===== src/common/lrs_pkg.sv =====
package lrs_pkg;

  // register byte addresses
  localparam logic [3:0] LRS_ADDR_STATUS  = 4'h0;
  localparam logic [3:0] LRS_ADDR_IRQ_EN  = 4'h4;
  localparam logic [3:0] LRS_ADDR_MODE    = 4'h8;
  localparam logic [3:0] LRS_ADDR_DMA_CTL = 4'hc;

  // flag positions in receive_status_flags
  localparam int LRS_BIT_PACKET_READY_FLAG = 7;
  localparam int LRS_BIT_RD_ERR  = 6;
  localparam int LRS_BIT_DMA_END = 5;
  localparam int LRS_BIT_REMOTE_RESET_FLAG = 4;
  localparam int LRS_BIT_SHORT   = 3;
  localparam int LRS_BIT_ALIGN   = 2;
  localparam int LRS_BIT_CRC     = 1;
  localparam int LRS_BIT_OVFL    = 0;

  // receive_mode_control_reg bits
  localparam int LRS_MODE_RMT_EN   = 0;
  localparam int LRS_MODE_SHORT_EN = 1;
  localparam int LRS_MODE_LOOPBACK = 2;
  localparam int LRS_MODE_PCCARD   = 3;
  // dma_enable_control_reg bits
  localparam int LRS_DMA_RX_EN = 0;
  localparam int LRS_DMA_TX_EN = 1;

  localparam logic [7:0] LRS_FLAGS_RST = 8'h00;
  localparam logic [7:0] LRS_IRQ_EN_RST = 8'h00;
  localparam logic [3:0] LRS_MODE_RST = 4'h0;
  localparam logic [1:0] LRS_DMA_RST = 2'h0;

  localparam logic [15:0] LRS_REMOTE_RESET_FLAG_LEN = 16'h0900;
  localparam int LRS_MIN_PKT_BYTES = 60;

  // read-ready timeout on the receive buffer port
  localparam int LRS_CLK_MHZ     = 200;
  localparam int LRS_RD_TMO_NS   = 2150;
  localparam int LRS_RD_TMO_CYC  = (LRS_RD_TMO_NS * LRS_CLK_MHZ) / 1000;

  localparam logic [1:0] LRS_RESP_OKAY   = 2'h0;
  localparam logic [1:0] LRS_RESP_SLVERR = 2'h2;

endpackage


===== src/rtl/lrs_status.sv =====
// Notes on behaviour
// - interrupt when any enabled flag is set
// - write one clears flag; reset clears all
// - packet ready set when packet stored
// - packet ready reasserts while packets remain
// - read error on read unanswered 2.15 us
// - dma end set on dma end-of-process
// - dma end clears when both dma enables clear
// - dma end meaningless in pc card mode
// - remote reset on length 0900, enabled, physical
// - no remote reset on multicast or broadcast
// - no remote reset while short accept enabled
// - remote reset clears at next packet start
// - short packet at most 60 bytes, no self-collision
// - crc error; alignment when also non-octet count
// - overflow on discard, never in loopback
// - new packet clears short, align, crc, overflow
//
// The placing of the registers and the AXI4-Lite slave port are this design's own decisions.
`timescale 1ns/1ps
`default_nettype none
module lrs_status
  import lrs_pkg::*;
#(
  parameter int RD_TMO_CYC = LRS_RD_TMO_CYC
)
(
  input  wire logic        clk,
  input  wire logic        reset,
  input  wire logic        ce,
  // axi4-lite slave
  input  wire logic [3:0]  s_axi_awaddr,
  input  wire logic        s_axi_awvalid,
  output logic             s_axi_awready,
  input  wire logic [31:0] s_axi_wdata,
  input  wire logic [3:0]  s_axi_wstrb,
  input  wire logic        s_axi_wvalid,
  output logic             s_axi_wready,
  output logic [1:0]       s_axi_bresp,
  output logic             s_axi_bvalid,
  input  wire logic        s_axi_bready,
  input  wire logic [3:0]  s_axi_araddr,
  input  wire logic        s_axi_arvalid,
  output logic             s_axi_arready,
  output logic [31:0]      s_axi_rdata,
  output logic [1:0]       s_axi_rresp,
  output logic             s_axi_rvalid,
  input  wire logic        s_axi_rready,
  // receive events, same clock domain
  input  wire logic        pkt_stored,
  input  wire logic        pkts_remaining,
  input  wire logic        host_rd_req,
  input  wire logic        host_rd_rdy,
  input  wire logic        dma_end_flag,
  input  wire logic        rx_start,
  input  wire logic        rx_done,
  input  wire logic        rx_phys_match,
  input  wire logic [15:0] rx_len_field,
  input  wire logic [10:0] rx_byte_count,
  input  wire logic        rx_self_collision,
  input  wire logic        rx_crc_bad,
  input  wire logic        rx_bits_odd,
  input  wire logic        rx_discarded,
  output logic             irq
);

  logic [7:0] flags;
  logic [7:0] irq_en_q;
  logic [3:0] mode_q;
  logic [1:0] dma_ctl_q;
  logic [7:0] set_ev;
  logic [7:0] clr_ev;
  logic [7:0] w1c;
  logic       rd_tmo;

  // write channel: address and data taken in either order
  logic        aw_held_q;
  logic        w_held_q;
  logic [3:0]  awaddr_q;
  logic [31:0] wdata_q;
  logic [3:0]  wstrb_q;
  logic        wr_go;

  assign wr_go = aw_held_q && w_held_q && !s_axi_bvalid;

  always_ff @(posedge clk or posedge reset)
  begin
    if (reset)
    begin
      aw_held_q     <= 1'b0;
      w_held_q      <= 1'b0;
      s_axi_awready <= 1'b0;
      s_axi_wready  <= 1'b0;
      awaddr_q      <= 4'h0;
      wdata_q       <= 32'h0000_0000;
      wstrb_q       <= 4'h0;
      s_axi_bvalid  <= 1'b0;
      s_axi_bresp   <= LRS_RESP_OKAY;
    end
    else if (ce)
    begin
      s_axi_awready <= !aw_held_q && !s_axi_awready && s_axi_awvalid;
      s_axi_wready  <= !w_held_q && !s_axi_wready && s_axi_wvalid;
      if (s_axi_awvalid && s_axi_awready)
      begin
        aw_held_q <= 1'b1;
        awaddr_q  <= s_axi_awaddr;
      end
      if (s_axi_wvalid && s_axi_wready)
      begin
        w_held_q <= 1'b1;
        wdata_q  <= s_axi_wdata;
        wstrb_q  <= s_axi_wstrb;
      end
      if (wr_go)
      begin
        aw_held_q    <= 1'b0;
        w_held_q     <= 1'b0;
        s_axi_bvalid <= 1'b1;
        if (awaddr_q == LRS_ADDR_STATUS || awaddr_q == LRS_ADDR_IRQ_EN ||
            awaddr_q == LRS_ADDR_MODE || awaddr_q == LRS_ADDR_DMA_CTL)
          s_axi_bresp <= LRS_RESP_OKAY;
        else
          s_axi_bresp <= LRS_RESP_SLVERR;
      end
      else if (s_axi_bvalid && s_axi_bready)
        s_axi_bvalid <= 1'b0;
    end
  end

  // control registers written through byte lane 0
  always_ff @(posedge clk or posedge reset)
  begin
    if (reset)
    begin
      irq_en_q  <= LRS_IRQ_EN_RST;
      mode_q    <= LRS_MODE_RST;
      dma_ctl_q <= LRS_DMA_RST;
    end
    else if (ce && wr_go && wstrb_q[0])
    begin
      if (awaddr_q == LRS_ADDR_IRQ_EN)
        irq_en_q <= wdata_q[7:0];
      else if (awaddr_q == LRS_ADDR_MODE)
        mode_q <= wdata_q[3:0];
      else if (awaddr_q == LRS_ADDR_DMA_CTL)
        dma_ctl_q <= wdata_q[1:0];
    end
  end

  assign w1c = (wr_go && wstrb_q[0] && awaddr_q == LRS_ADDR_STATUS)
               ? wdata_q[7:0] : 8'h00;

  // read channel
  always_ff @(posedge clk or posedge reset)
  begin
    if (reset)
    begin
      s_axi_arready <= 1'b0;
      s_axi_rvalid  <= 1'b0;
      s_axi_rdata   <= 32'h0000_0000;
      s_axi_rresp   <= LRS_RESP_OKAY;
    end
    else if (ce)
    begin
      s_axi_arready <= !s_axi_arready && !s_axi_rvalid && s_axi_arvalid;
      if (s_axi_arvalid && s_axi_arready)
      begin
        s_axi_rvalid <= 1'b1;
        s_axi_rresp  <= LRS_RESP_OKAY;
        if (s_axi_araddr == LRS_ADDR_STATUS)
          s_axi_rdata <= {24'h000000, flags};
        else if (s_axi_araddr == LRS_ADDR_IRQ_EN)
          s_axi_rdata <= {24'h000000, irq_en_q};
        else if (s_axi_araddr == LRS_ADDR_MODE)
          s_axi_rdata <= {28'h0000000, mode_q};
        else if (s_axi_araddr == LRS_ADDR_DMA_CTL)
          s_axi_rdata <= {30'h00000000, dma_ctl_q};
        else
        begin
          s_axi_rdata <= 32'h0000_0000;
          s_axi_rresp <= LRS_RESP_SLVERR;
        end
      end
      else if (s_axi_rvalid && s_axi_rready)
        s_axi_rvalid <= 1'b0;
    end
  end

  lrs_rd_timeout #(
    .TMO_CYC (RD_TMO_CYC)
  ) u_tmo (
    .clk       (clk),
    .reset     (reset),
    .ce        (ce),
    .rd_req    (host_rd_req),
    .rd_rdy    (host_rd_rdy),
    .tmo_pulse (rd_tmo)
  );

  // flag set and clear events
  logic dma_off;
  logic rmt_ok;
  logic is_short;
  assign dma_off  = !dma_ctl_q[LRS_DMA_RX_EN] && !dma_ctl_q[LRS_DMA_TX_EN];
  assign is_short = rx_byte_count <= 11'(LRS_MIN_PKT_BYTES);
  assign rmt_ok   = rx_done && rx_len_field == LRS_REMOTE_RESET_FLAG_LEN
                    && mode_q[LRS_MODE_RMT_EN]
                    && rx_phys_match
                    && !mode_q[LRS_MODE_SHORT_EN];

  always_comb
  begin
    set_ev = 8'h00;
    clr_ev = w1c;
    // re-raised while buffer still holds packets
    set_ev[LRS_BIT_PACKET_READY_FLAG] = pkt_stored
                              || pkts_remaining;
    set_ev[LRS_BIT_RD_ERR]  = rd_tmo;
    // pc card mode has no dma handshake
    set_ev[LRS_BIT_DMA_END] = dma_end_flag
                              && !mode_q[LRS_MODE_PCCARD];
    clr_ev[LRS_BIT_DMA_END] = w1c[LRS_BIT_DMA_END]
                              || dma_off;
    set_ev[LRS_BIT_REMOTE_RESET_FLAG] = rmt_ok;
    clr_ev[LRS_BIT_REMOTE_RESET_FLAG] = w1c[LRS_BIT_REMOTE_RESET_FLAG] || rx_start;
    set_ev[LRS_BIT_SHORT]   = rx_done && is_short
                              && !rx_self_collision;
    set_ev[LRS_BIT_CRC]     = rx_done && rx_crc_bad
                              && !rx_self_collision;
    set_ev[LRS_BIT_ALIGN]   = rx_done && rx_crc_bad && rx_bits_odd;
    set_ev[LRS_BIT_OVFL]    = rx_discarded
                              && !mode_q[LRS_MODE_LOOPBACK];
    // rx_start marks a new packet; set from rx_done wins
    clr_ev[LRS_BIT_SHORT] = w1c[LRS_BIT_SHORT] || rx_start;
    clr_ev[LRS_BIT_ALIGN] = w1c[LRS_BIT_ALIGN] || rx_start;
    clr_ev[LRS_BIT_CRC]   = w1c[LRS_BIT_CRC] || rx_start;
    clr_ev[LRS_BIT_OVFL]  = w1c[LRS_BIT_OVFL] || rx_start;
  end

  genvar gi;
  generate
    for (gi = 0; gi < 8; gi++)
    begin : g_flag
      lrs_flag_bit u_bit (
        .clk    (clk),
        .reset  (reset),
        .ce     (ce),
        .set_i  (set_ev[gi]),
        .clr_i  (clr_ev[gi]),
        .flag_q (flags[gi])
      );
    end
  endgenerate

  always_ff @(posedge clk or posedge reset)
  begin
    if (reset)
      irq <= 1'b0;
    else if (ce)
      irq <= |(flags & irq_en_q);
  end

  // assertions
  property p_irq;
    @(posedge clk) disable iff (reset)
    ce |=> irq == |($past(flags) & $past(irq_en_q));
  endproperty
  a_irq: assert property (p_irq)
    else $error("irq does not follow enabled flags");

  property p_w1c_clears;
    @(posedge clk) disable iff (reset)
    ce && w1c[LRS_BIT_RD_ERR] && !set_ev[LRS_BIT_RD_ERR]
      |=> !flags[LRS_BIT_RD_ERR];
  endproperty
  a_w1c_clears: assert property (p_w1c_clears)
    else $error("write one did not clear flag");

  property p_set_wins;
    @(posedge clk) disable iff (reset)
    ce && set_ev[LRS_BIT_CRC] && clr_ev[LRS_BIT_CRC]
      |=> flags[LRS_BIT_CRC];
  endproperty
  a_set_wins: assert property (p_set_wins)
    else $error("set lost against clear");

  property p_packet_ready_flag;
    @(posedge clk) disable iff (reset)
    ce && pkts_remaining |=> flags[LRS_BIT_PACKET_READY_FLAG];
  endproperty
  a_packet_ready_flag: assert property (p_packet_ready_flag)
    else $error("packet ready not reasserted");

  property p_dma_clr;
    @(posedge clk) disable iff (reset)
    ce && dma_off && !set_ev[LRS_BIT_DMA_END] |=> !flags[LRS_BIT_DMA_END];
  endproperty
  a_dma_clr: assert property (p_dma_clr)
    else $error("dma end not cleared with enables off");

  property p_rmt_short;
    @(posedge clk) disable iff (reset)
    ce && mode_q[LRS_MODE_SHORT_EN] && !flags[LRS_BIT_REMOTE_RESET_FLAG]
      |=> !flags[LRS_BIT_REMOTE_RESET_FLAG];
  endproperty
  a_rmt_short: assert property (p_rmt_short)
    else $error("remote reset set under short accept");

  property p_rmt_start;
    @(posedge clk) disable iff (reset)
    ce && rx_start && !rmt_ok |=> !flags[LRS_BIT_REMOTE_RESET_FLAG];
  endproperty
  a_rmt_start: assert property (p_rmt_start)
    else $error("remote reset kept at packet start");

  property p_ovfl_loop;
    @(posedge clk) disable iff (reset)
    ce && mode_q[LRS_MODE_LOOPBACK] && !flags[LRS_BIT_OVFL]
      |=> !flags[LRS_BIT_OVFL];
  endproperty
  a_ovfl_loop: assert property (p_ovfl_loop)
    else $error("overflow set in loopback");

  property p_rd_err;
    @(posedge clk) disable iff (reset)
    ce && rd_tmo |=> flags[LRS_BIT_RD_ERR];
  endproperty
  a_rd_err: assert property (p_rd_err)
    else $error("read error not raised on timeout");

  property p_pccard;
    @(posedge clk) disable iff (reset)
    ce && mode_q[LRS_MODE_PCCARD] && !flags[LRS_BIT_DMA_END]
      |=> !flags[LRS_BIT_DMA_END];
  endproperty
  a_pccard: assert property (p_pccard)
    else $error("dma end set in pc card mode");

  property p_new_pkt;
    @(posedge clk) disable iff (reset)
    ce && rx_start && !set_ev[LRS_BIT_OVFL] |=> !flags[LRS_BIT_OVFL];
  endproperty
  a_new_pkt: assert property (p_new_pkt)
    else $error("overflow kept at new packet");

  c_irq: cover property (@(posedge clk) disable iff (reset) $rose(irq));
  c_tmo: cover property (@(posedge clk) disable iff (reset) rd_tmo);
  c_rmt: cover property (@(posedge clk) disable iff (reset)
    set_ev[LRS_BIT_REMOTE_RESET_FLAG]);
  c_race: cover property (@(posedge clk) disable iff (reset)
    set_ev[LRS_BIT_CRC] && w1c[LRS_BIT_CRC]);

endmodule // lrs_status
`default_nettype wire


===== src/rtl/lrs_rd_timeout.sv =====
`timescale 1ns/1ps
`default_nettype none
// flags a host buffer read left without ready for the timeout period
module lrs_rd_timeout
  import lrs_pkg::*;
#(
  parameter int TMO_CYC = LRS_RD_TMO_CYC
)
(
  input  wire logic clk,
  input  wire logic reset,
  input  wire logic ce,
  input  wire logic rd_req,
  input  wire logic rd_rdy,
  output logic      tmo_pulse
);

  logic [15:0] cnt_q;
  logic        fired_q;

  always_ff @(posedge clk or posedge reset)
  begin
    if (reset)
    begin
      cnt_q     <= 16'h0000;
      fired_q   <= 1'b0;
      tmo_pulse <= 1'b0;
    end
    else if (ce)
    begin
      tmo_pulse <= 1'b0;
      if (!rd_req || rd_rdy)
      begin
        cnt_q   <= 16'h0000;
        fired_q <= 1'b0;
      end
      else if (!fired_q)
      begin
        if (cnt_q == 16'(TMO_CYC - 1))
        begin
          tmo_pulse <= 1'b1;
          fired_q   <= 1'b1;
        end
        else
          cnt_q <= cnt_q + 16'h0001;
      end
    end
  end

endmodule // lrs_rd_timeout
`default_nettype wire


===== src/rtl/lrs_flag_bit.sv =====
`timescale 1ns/1ps
`default_nettype none
// one sticky flag: set beats any clear in the same cycle
module lrs_flag_bit
(
  input  wire logic clk,
  input  wire logic reset,
  input  wire logic ce,
  input  wire logic set_i,
  input  wire logic clr_i,
  output logic      flag_q
);

  always_ff @(posedge clk or posedge reset)
  begin
    if (reset)
      flag_q <= 1'b0;
    else if (ce)
    begin
      if (set_i)
        flag_q <= 1'b1;
      else if (clr_i)
        flag_q <= 1'b0;
    end
  end

endmodule // lrs_flag_bit
`default_nettype wire


===== config.mk =====
export PLATFORM = sky130hd
export DESIGN_NAME = lrs_status
export DESIGN_NICKNAME = d
export VERILOG_FILES = /design/src/common/lrs_pkg.sv /design/src/rtl/lrs_status.sv /design/src/rtl/lrs_rd_timeout.sv /design/src/rtl/lrs_flag_bit.sv
export SDC_FILE = /design/constraint.sdc
export NUM_CORES = 1
export LEC_CHECK = 0
export BUFFER_PORTS_ARGS = -buffer_cell sky130_fd_sc_hd__buf_2
export CORE_MARGIN = 5
export CORE_UTILIZATION = 46
export DETAILED_ROUTE_END_ITERATION = 6
export PLACE_DENSITY = 0.85
export SYNTH_ARGS = -nofsm -noshare
export SYNTH_HDL_FRONTEND = slang
export SYNTH_HIERARCHICAL = 1
export SYNTH_SLANG_ARGS = --single-unit

===== constraint.sdc =====
create_clock -name clk -period 1.9 [get_ports clk]
set_input_delay 0 -clock clk [delete_from_list [all_inputs] [get_ports clk]]
set_output_delay 0 -clock clk [all_outputs]
set_load 0.05 [all_outputs]

==> flow_summary_export.csv, run 1 <==
group,metric,value,unit
floorplanning,coreArea,8180,um^2
finish,multi_input_area,1880,um^2
setup_path,worstSetupStartpointType,"register",
synth,synth-seq-cells,71,
clock_tree,cts_tree,"done",
setup_path,cp-endpoint,"u_tmo/cnt_q[1]$_DFFE_PP0P_",
sta,setup_viol,0,
floorplanning,num_rows,33,
sta,period_minus_slack,1.87,ns
pwr,ir_drop,0.381,mV
drt,wl_met2,5.12,mm
floorplanning,die_area,10300,um^2
synth,synthArstFlopShare,100,%
finish,fill_cells,656,
clock_tree,htreeDepth,3,
placement,port_buffers,79,
finish,drive_above_1_share,34.0,%
finish,antenna_cells,0,
sta,rsz0062_at_grt,"true",
drt,route.antenna.remaining_nets,0,
synth,ys.flop_type,"dfrtp_1",
finish,area_growth,24.9,%
setup_path,end_kind,"register",
synth,syn_inst,363,
drt,drc,0,
sta,hold_slack,0.0269,ns
drt,drtIter0Drc,197,
setup_path,worstPathArrival,2.13,ns
sta,max_freq,534,MHz
pwr,finalPower,4.57,mW
clock_tree,clk_pin_slew_worst_paths,0.08,ns
setup_path,r2r_end,"u_tmo/cnt_q[1]$_DFFE_PP0P_",
drt,wl_met1,3.70,mm
sta,skew,0.0116,ns
hold_path,min_from,"s_axi_araddr[1]",
synth,yosys_warnings,6,
global_routing,grt_pass1_wl,15.7,mm
sta,relSlewSlack,52.2,%
synth,yosysSeqAreaShare,46.1,%
pwr,leakage,2.39,nW
placement,dp_hpwl,7.07,mm
drt,routed_wl,9.77,mm
sta,tightest_slew,0.715,ns
sta,finalHoldViolations,0,
sta,slew_violations,0,
finish,nets,576,
sta,tns,0,ns
drt,dr.pass1.iters,5,
flow_run,drv_cap,0,
floorplanning,die_x,102,um
synth,syn_area,3860,um^2
drt,vias,3294,
pwr,p_per_area,947,nW/um^2
sta,period_share,98.6,%
synth,avgSynthCellArea,10.6,um^2
global_routing,grt_usage,19.1,%
setup_path,r2r_start,"u_tmo/cnt_q[6]$_DFFE_PP0P_",
drt,wl_met3,796,um
drt,vias_per_cell,5.55,
synth,ys_types,59,
drt,top_layer,"met4",
setup_path,ff2ff_setup_slack,0.03,ns
clock_tree,clkLatencyLatePin,0.35,ns
clock_tree,clock-sinks,71,
setup_path,crit_required,2.16,ns
floorplanning,start_util,47.2,%
global_routing,grt_max_degree,30,
status,status,"finished, final reports clean",
setup_path,worstRegToRegCells,5,
floorplanning,die_h,102,um
clock_tree,cts_root_buf,"clkbuf_8",
setup_path,path_class,"register to register",
clock_tree,clockBufferDepth,2,
clock_tree,cts_buffers,9,
setup_path,startpoint,"u_tmo/cnt_q[6]$_DFFE_PP0P_",
global_routing,grt_antenna_before_repair,0,
global_routing,grt_pass1_vias,3393,
setup_path,cp_max_fo,5,
global_routing,grt.overflow.total,0,
synth,synth_edf_count,0,
drt,wire_per_inst,16.5,um
finish,layout.area.seq,1780,um^2
placement,gp_congestion,0.923,
floorplanning,ios,133,
hold_path,min_path_type,"input port to register",
-- synthesized netlist by cell type, types with 5 or more instances --
library cell / number / area share (%)
nor4_1: 8 / 1.3
a21o_1: 7 / 1.4
inv_1: 16 / 1.6
or4_1: 6 / 1.2
o21ai_0: 13 / 1.7
nand2_1: 35 / 3.4
a21oi_1: 6 / 0.78
dfrtp_1: 71 / 46
mux2_2: 28 / 8.2
nor2_1: 12 / 1.2
nand4_1: 5 / 0.81
nand3_1: 12 / 1.6
buf_4: 28 / 5.4
clkbuf_1: 7 / 0.68
a22o_1: 13 / 3.0
nor3_1: 6 / 0.78
nor2b_1: 6 / 0.97
nor3b_1: 7 / 1.4
-- registers in the layout, summed over array words and instances, names as in the netlist --
signal,count
wdata_q,8
s_axi_bvalid,1
awaddr_q,4
s_axi_awready,1
w_held_q,1
mode_q,4
s_axi_rresp,1
u_tmo/fired_q,1
aw_held_q,1
wstrb_q,1
s_axi_bresp,1
g_flag.u_bit/flag_q,8
s_axi_rvalid,1
s_axi_wready,1
irq_en_q,8
u_tmo/tmo_pulse,1
irq,1
s_axi_arready,1
u_tmo/cnt_q,16
s_axi_rdata,8
dma_ctl_q,2
-- logic make-up after synthesis --
logic type,after synthesis,share of synthesized area (%)
flip-flops,71,46.1
AND/OR/NAND/NOR,133,21.1
AO/OA/AOI/OAI,62,11.6
multiplexers,38,11.9
other,1,0.0972
buffers and inverters,56,8.63
adder cells (fa/ha/maj),2,0.649
-- how the worst min path moves through the flow --
| stage | to | slack [ns] | cells past startpoint |
|---|---|---|---|
| after floorplan | g_flag[0].u_bit/flag_q$_DFFE_PP0P_ | -0.27 | 1 |
| after global placement | g_flag[7].u_bit/flag_q$_DFFE_PP0P_ | -0.06 | 2 |
| after detailed placement | g_flag[5].u_bit/flag_q$_DFFE_PP0P_ | -0.06 | 2 |
| after CTS | s_axi_rresp[1]$_DFFE_PP0P_ | 0.008 | 3 |
| after global routing | irq$_DFFE_PP0P_ | 0.03 | 3 |
| final | s_axi_rresp[1]$_DFFE_PP0P_ | 0.03 | 3 |
-- placed cells by master, fill, tap and decap left out, types with 4 or more instances in the layout --
cell / count
buf_2: 79
dfrtp_1: 71
nand2_1: 35
mux2_2: 28
conb_1: 26
buf_4: 22
dlygate4sd3_1: 21
inv_1: 15
o21ai_0: 13
a22o_1: 13
nand3_1: 12
nor2_1: 12
clkbuf_8: 9
nor3b_1: 7
a21o_1: 7
or4_1: 6
nor2b_1: 6
nor3_1: 6
a21oi_1: 6
nand4_1: 5
nor4_1: 5
mux2i_1: 4
mux2_4: 4
a211o_1: 4
-- cell type report --
type                    count  share of cell area (%)
clock buffers               9                    2.57
clock inverters             7                    1.17
inverters                  17                    1.32
multi-input cells         261                    38.9
flip-flops and latches     71                    36.9
well taps                 105                    2.73
repair buffers            123                    16.4
-- through the flow --
| stage | area [um^2] | instances | worst slack [ns] | util (%) |
|---|---|---|---|---|
| after floorplan | 3950 | 388 | 0.00831 | - |
| after global placement | 4390 | 555 | 0.0808 | 53.7 |
| after detailed placement | 4390 | 555 | -0.00494 | 53.7 |
| after CTS | 4780 | 591 | 0.0136 | 58.4 |
| after global routing | 4820 | 593 | -0.0449 | 58.9 |
| final | 4820 | 593 | 0.0262 | 58.9 |
-- repair_timing --
action / 4_1_cts / 5_1_grt
setup endpoints to repair: 3 / 9
setup buffers: 0 / 1
endpoints found under the hold margin: 59 / 1
gates resized for setup: 1 / 4
pin swaps: 0 / 2
hold buffers: 20 / 1
-- metal layers --
| layer | up-vias | GRT usage, % |
|---|---|---|
| met5 | - | 0 |
| met4 | 0 | 7.16 |
| met3 | 15 | 4.20 |
| met2 | 152 | 34.8 |
| met1 | 1600 | 21.8 |
| li1 | 1527 | - |
-- where the power goes --
| part | total, mW | leakage, nW | internal (mW) | switching, mW |
|---|---|---|---|---|
| Clock | 1.10 | 0.0902 | 0.487 | 0.612 |
| Combinational | 1.28 | 1.36 | 0.541 | 0.739 |
| Sequential | 2.19 | 0.935 | 1.85 | 0.333 |
-- critical path: stages (launching register included) --
cell and delay (ns):
dfrtp_1 0.38, or4b_4 0.55, nor4_4 0.37, buf_4 0.19, o21ai_1 0.09, o211ai_1 0.21
(Power assumes the default switching activity.)
==> run 2: changes to the inputs <==
==> constraint.sdc (replaced) <==
create_clock -name clk -period 1.9 [get_ports clk]
set_input_delay 0.19 -clock clk [delete_from_list [all_inputs] [get_ports clk]]
set_output_delay 0.19 -clock clk [all_outputs]
set_load 0.05 [all_outputs]
==> flow_summary_export.csv, run 2 (synthesis gave the netlist of run 1 again) <==
group,metric,value,unit
status,status,"finished, final reports clean",
drt,dr.pass1.iters,4,
pwr,p_per_area,1050,nW/um^2
finish,final_cell_mix,"79 x buf_2, 71 x dfrtp_1, 35 x nand2_1, 28 x mux2_2, 26 x conb_1",
pwr,ir_drop,0.476,mV
flow_run,drv_cap,0,
finish,fill_cells,658,
finish,regMostFlops,"u_tmo/cnt_q",
setup_path,path_class,"register to register",
placement,dp_hpwl,7.03,mm
setup_path,slowest_delay,0.55,ns
placement,port_buffers,79,
global_routing,grt.overflow.total,0,
setup_path,slowest_stage,"or4b_4",
hold_path,min_path_type,"input port to register",
drt,vias_per_cell,5.56,
finish,largest_register_ffs,16,
clock_tree,clockBufferDepth,2,
drt,drtIter0Drc,237,
placement,gp_congestion,0.884,
clock_tree,cts_tree,"done",
finish,final_common_cell,"buf_2",
floorplanning,start_util,47.2,%
drt,routed_wl,9.61,mm
hold_path,min_path_cells,2,
setup_path,worstPathArrival,2.11,ns
clock_tree,cts_root_buf,"clkbuf_8",
floorplanning,die_x,102,um
finish,fin_area,4700,um^2
finish,fin_util,57.5,%
clock_tree,cts_buffers,9,
floorplanning,ios,133,
finish,drive_above_1_share,36.0,%
global_routing,grt_antenna_before_repair,0,
sta,max_freq,533,MHz
drt,wire_per_inst,16.7,um
sta,period_share,98.7,%
drt,route.antenna.remaining_nets,0,
setup_path,crit_required,2.13,ns
setup_path,worstSetupStartpointType,"register",
floorplanning,num_rows,33,
sta,rsz0062_at_grt,"true",
sta,period_minus_slack,1.88,ns
pwr,leakage,2.35,nW
clock_tree,clk_pin_slew_worst_paths,0.08,ns
sta,skew,0.0118,ns
global_routing,grt_max_degree,42,
finish,antenna_cells,0,
setup_path,end_kind,"register",
setup_path,cp_cell_sequence,"or4b_4, nor4_4, buf_4, nor3_2, a311o_1",
floorplanning,coreArea,8180,um^2
setup_path,worstRegToRegCells,5,
sta,tightest_slew,0.752,ns
floorplanning,die_h,102,um
placement,place_area,4380,um^2
floorplanning,die_area,10300,um^2
global_routing,grt_pass1_wl,15.4,mm
setup_path,cp_max_fo,3,
finish,area_growth,21.8,%
sta,relSlewSlack,49.8,%
clock_tree,htreeDepth,3,
sta,slew_violations,0,
drt,vias,3199,
global_routing,grt_pass1_vias,3114,
sta,setup_viol,0,
clock_tree,clock-sinks,71,
global_routing,grt_usage,19.2,%
finish,nets,558,
sta,finalHoldViolations,0,
drt,drc,0,
clock_tree,clkLatencyLatePin,0.34,ns
run 2: layout make-up:
class | count | area [um^2] | area share (%)
clock inverters | 6 | 116 | 2.48
inverters | 17 | 63.8 | 1.36
well taps | 105 | 131 | 2.80
multi-input cells | 261 | 1880 | 39.9
flip-flops and latches | 71 | 1780 | 37.8
clock buffers | 10 | 138 | 2.93
repair buffers | 105 | 597 | 12.7
run 2: repair_timing:
item | in CTS | in global routing
buffers inserted | 0 | 2
hold endpoints to repair | 12 | 0
endpoints found under the setup margin | 5 | 4
hold buffers | 1 | 0
gates resized for setup | 2 | 5
pin swaps | 1 | 6
run 2: worst paths after layout:
kind | from | end | slack (ns)
max in group asynchronous | reset | awaddr_q[2]$_DFFE_PP0P_ | 0.78
worst max register to register | u_tmo/cnt_q[15]$_DFFE_PP0P_ | u_tmo/cnt_q[4]$_DFFE_PP0P_ | 0.02
worst min-delay path | s_axi_wdata[1] | wdata_q[1]$_DFFE_PP0P_ | 0.08
worst max-delay path | u_tmo/cnt_q[15]$_DFFE_PP0P_ | u_tmo/cnt_q[4]$_DFFE_PP0P_ | 0.02
worst min register to register | s_axi_rdata[5]$_DFFE_PP0P_ | s_axi_rdata[5]$_DFFE_PP0P_ | 0.48
min in group asynchronous | reset | g_flag[0].u_bit/flag_q$_DFFE_PP0P_ | 0.35
run 2: metal layers:
metal | vias to the layer above | global-route usage, % | part of all wire [%] | routed length (um)
met5 | - | 0 | 0 | 0
met4 | 0 | 8.18 | 2.9 | 274
met3 | 26 | 3.44 | 7.6 | 732
met2 | 140 | 33.5 | 51 | 4900
met1 | 1537 | 23.4 | 39 | 3700
li1 | 1496 | - | - | -
run 2: power by group:
group	switching, mW	leakage (nW)	internal (mW)	total, mW
Clock	0.587	0.127	0.917	1.50
Combinational	0.733	1.29	0.509	1.24
Sequential	0.343	0.935	1.85	2.20
Total	1.66	2.35	3.28	4.94
run 2: worst max-delay path, delay by kind of cell (launching register included):
family          cells  cell delay, ns
simple gates        3            0.91
flops               1            0.42
compound gates      1            0.26
buf+inv             1            0.17
run 2: per-stage QoR:
step | cells | setup TNS (ns) | hold slack, ns | setup WS (ns) | power (mW)
6_report | 575 | 0 | 0.0812 | 0.0249 | 4.94
5_1_grt | 575 | -0.0842 | 0.0685 | -0.0425 | 5.20
4_1_cts | 573 | 0 | 0.0671 | 0.0203 | 4.97
3_5_place_dp | 556 | -0.0769 | 0.134 | -0.0533 | 3.45
3_3_place_gp | 556 | 0 | 0.132 | 0.0362 | 3.37
2_1_floorplan | 388 | 0 | -0.0813 | 0.00831 | 3.11
==> run 3: changes to the inputs <==
Settings changed: MAX_ROUTING_LAYER set to met4.
==> flow_summary_export.csv, run 3 (synthesis gave the netlist of run 1 again) <==
group,metric,value,unit
setup_path,r2r_end,"u_tmo/cnt_q[1]$_DFFE_PP0P_",
floorplanning,ios,133,
finish,layout.area.seq,1780,um^2
sta,skew,0.0137,ns
global_routing,grt_pass1_vias,3197,
finish,regMostFlops,"u_tmo/cnt_q",
drt,vias,3222,
finish,area_growth,19.4,%
finish,multi_input_area,1860,um^2
sta,rsz0062_at_grt,"true",
setup_path,r2r_start,"u_tmo/cnt_q[6]$_DFFE_PP0P_",
setup_path,critPathTopFamily,"simple AND/OR/NAND/NOR gates",
hold_path,min_path_cells,2,
finish,largest_register_ffs,16,
finish,drive_above_1_share,34.8,%
global_routing,grt_antenna_before_repair,0,
clock_tree,htreeDepth,3,
floorplanning,num_rows,33,
floorplanning,die_h,102,um
setup_path,worstRegToRegCells,5,
drt,wire_per_inst,16.8,um
pwr,pwr-share-seq,46.9,%
setup_path,critPathBufInv,1,
setup_path,slowest_stage,"or4b_4",
clock_tree,cts_tree,"done",
sta,slew_violations,0,
floorplanning,coreArea,8180,um^2
floorplanning,die_area,10300,um^2
pwr,leakage,2.29,nW
sta,setup_viol,0,
setup_path,worstSetupStartpointType,"register",
sta,tns,0,ns
pwr,ir_drop,0.353,mV
finish,fin_util,56.3,%
setup_path,worstPathArrival,2.11,ns
placement,port_buffers,79,
sta,max_freq,539,MHz
finish,nets,554,
global_routing,grt_usage,19.1,%
sta,period_share,97.6,%
pwr,p_per_area,1010,nW/um^2
sta,finalHoldViolations,0,
setup_path,path_class,"register to register",
sta,tightest_slew,0.722,ns
clock_tree,cts_setup_buffers,0,
setup_path,cp-endpoint,"u_tmo/cnt_q[1]$_DFFE_PP0P_",
clock_tree,clkLatencyLatePin,0.35,ns
global_routing,grt_max_degree,42,
placement,gp_congestion,0.913,
placement,dp_hpwl,7.31,mm
sta,hold_slack,0.0654,ns
setup_path,crit_cells,5,
global_routing,grt_pass1_wl,15.1,mm
drt,drc,0,
floorplanning,start_util,47.2,%
setup_path,cp_max_fo,10,
pwr,clockPowerShare,26.5,%
drt,routed_wl,9.61,mm
pwr,switching_share,36.2,%
sta,relSlewSlack,51.8,%
clock_tree,clk_pin_slew_worst_paths,0.09,ns
status,status,"finished, final reports clean",
finish,fill_cells,691,
drt,route.antenna.remaining_nets,0,
clock_tree,cts_root_buf,"clkbuf_8",
setup_path,crit_required,2.16,ns
clock_tree,cts_buffers,9,
setup_path,cp_cell_sequence,"or4b_4, nor4_4, buf_6, o21ai_1, o211ai_1",
hold_path,min_path_type,"input port to register",
drt,drtIter0Drc,201,
floorplanning,die_x,102,um
finish,antenna_cells,0,
global_routing,grt.overflow.total,0,
clock_tree,clockBufferDepth,2,
setup_path,slowest_delay,0.56,ns
drt,vias_per_cell,5.64,
setup_path,ff2ff_setup_slack,0.04,ns
sta,period_minus_slack,1.86,ns
pwr,p_int,2.98,mW
pwr,finalPower,4.67,mW
finish,final_common_cell,"buf_2",
flow_run,drv_cap,0,
setup_path,end_kind,"register",
pwr,power.switching,1.69,mW
setup_path,startpoint,"u_tmo/cnt_q[6]$_DFFE_PP0P_",
drt,dr.pass1.iters,4,
pwr,combPwrFrac,26.5,%
finish,final_cell_mix,"79 x buf_2, 71 x dfrtp_1, 35 x nand2_1, 28 x mux2_2, 26 x conb_1",
clock_tree,clock-sinks,71,
run 3: cell count changes in the layout (fill, tap and decap cells not counted), sizes merged:
cell,delta
buf,-4
clkinvlp,+3
bufinv,-2
clkinv,-2
inv,+2
clkbuf,-1
run 3: per-stage QoR:
step                setup slack [ns]  cell area (um^2)  instances
finish                        0.0449              4600        571
global route                 -0.0159              4600        571
CTS                           0.0123              4590        571
detailed placement            0.0192              4370        554
global placement              0.0825              4370        554
floorplan                    0.00831              3950        388
run 3: per-layer routing:
layer / part of all wire [%] / vias to the layer above / global-route usage [%] / wire, um
li1: - / 1475 / - / -
met1: 40 / 1590 / 22.0 / 3840
met2: 51 / 133 / 32.9 / 4860
met3: 6.7 / 24 / 3.24 / 641
met4: 2.8 / 0 / 8.18 / 272
met5: 0 / - / - / 0
run 3: worst min-delay path by stage:
stage,slack (ns),startpoint,end
after CTS,0.06,s_axi_wdata[2],wdata_q[2]$_DFFE_PP0P_
after global placement,0.13,reset,g_flag[5].u_bit/flag_q$_DFFE_PP0P_
after detailed placement,0.14,reset,g_flag[2].u_bit/flag_q$_DFFE_PP0P_
final,0.07,s_axi_wdata[2],wdata_q[2]$_DFFE_PP0P_
after floorplan,-0.08,reset,g_flag[0].u_bit/flag_q$_DFFE_PP0P_
after global routing,0.06,s_axi_wdata[2],wdata_q[2]$_DFFE_PP0P_
run 3: power by group through the flow:
stage | logic (mW) | clock network (mW) | registers [mW]
after floorplan | 0.735 | 0 | 2.37
after detailed placement | 1.24 | 0 | 2.22
final | 1.24 | 1.24 | 2.19
after CTS | 1.24 | 1.26 | 2.19
after global placement | 1.19 | 0 | 2.18
after global routing | 1.34 | 1.33 | 2.24
run 3: final cells by class:
class / instances / area share [%]
Tap cell: 105 / 2.85
Multi-Input combinational cell: 261 / 40.5
Sequential cell: 71 / 38.6
Clock inverter: 7 / 1.71
Clock buffer: 9 / 2.69
Inverter: 17 / 1.39
Timing Repair Buffer: 101 / 12.3
run 3: repair_timing:
item / 4_1_cts / 5_1_grt
pin swaps: 0 / 1
setup endpoints to repair: 1 / 6
hold buffers: 1 / 0
endpoints found under the hold margin: 12 / 0
resized for setup: 1 / 3
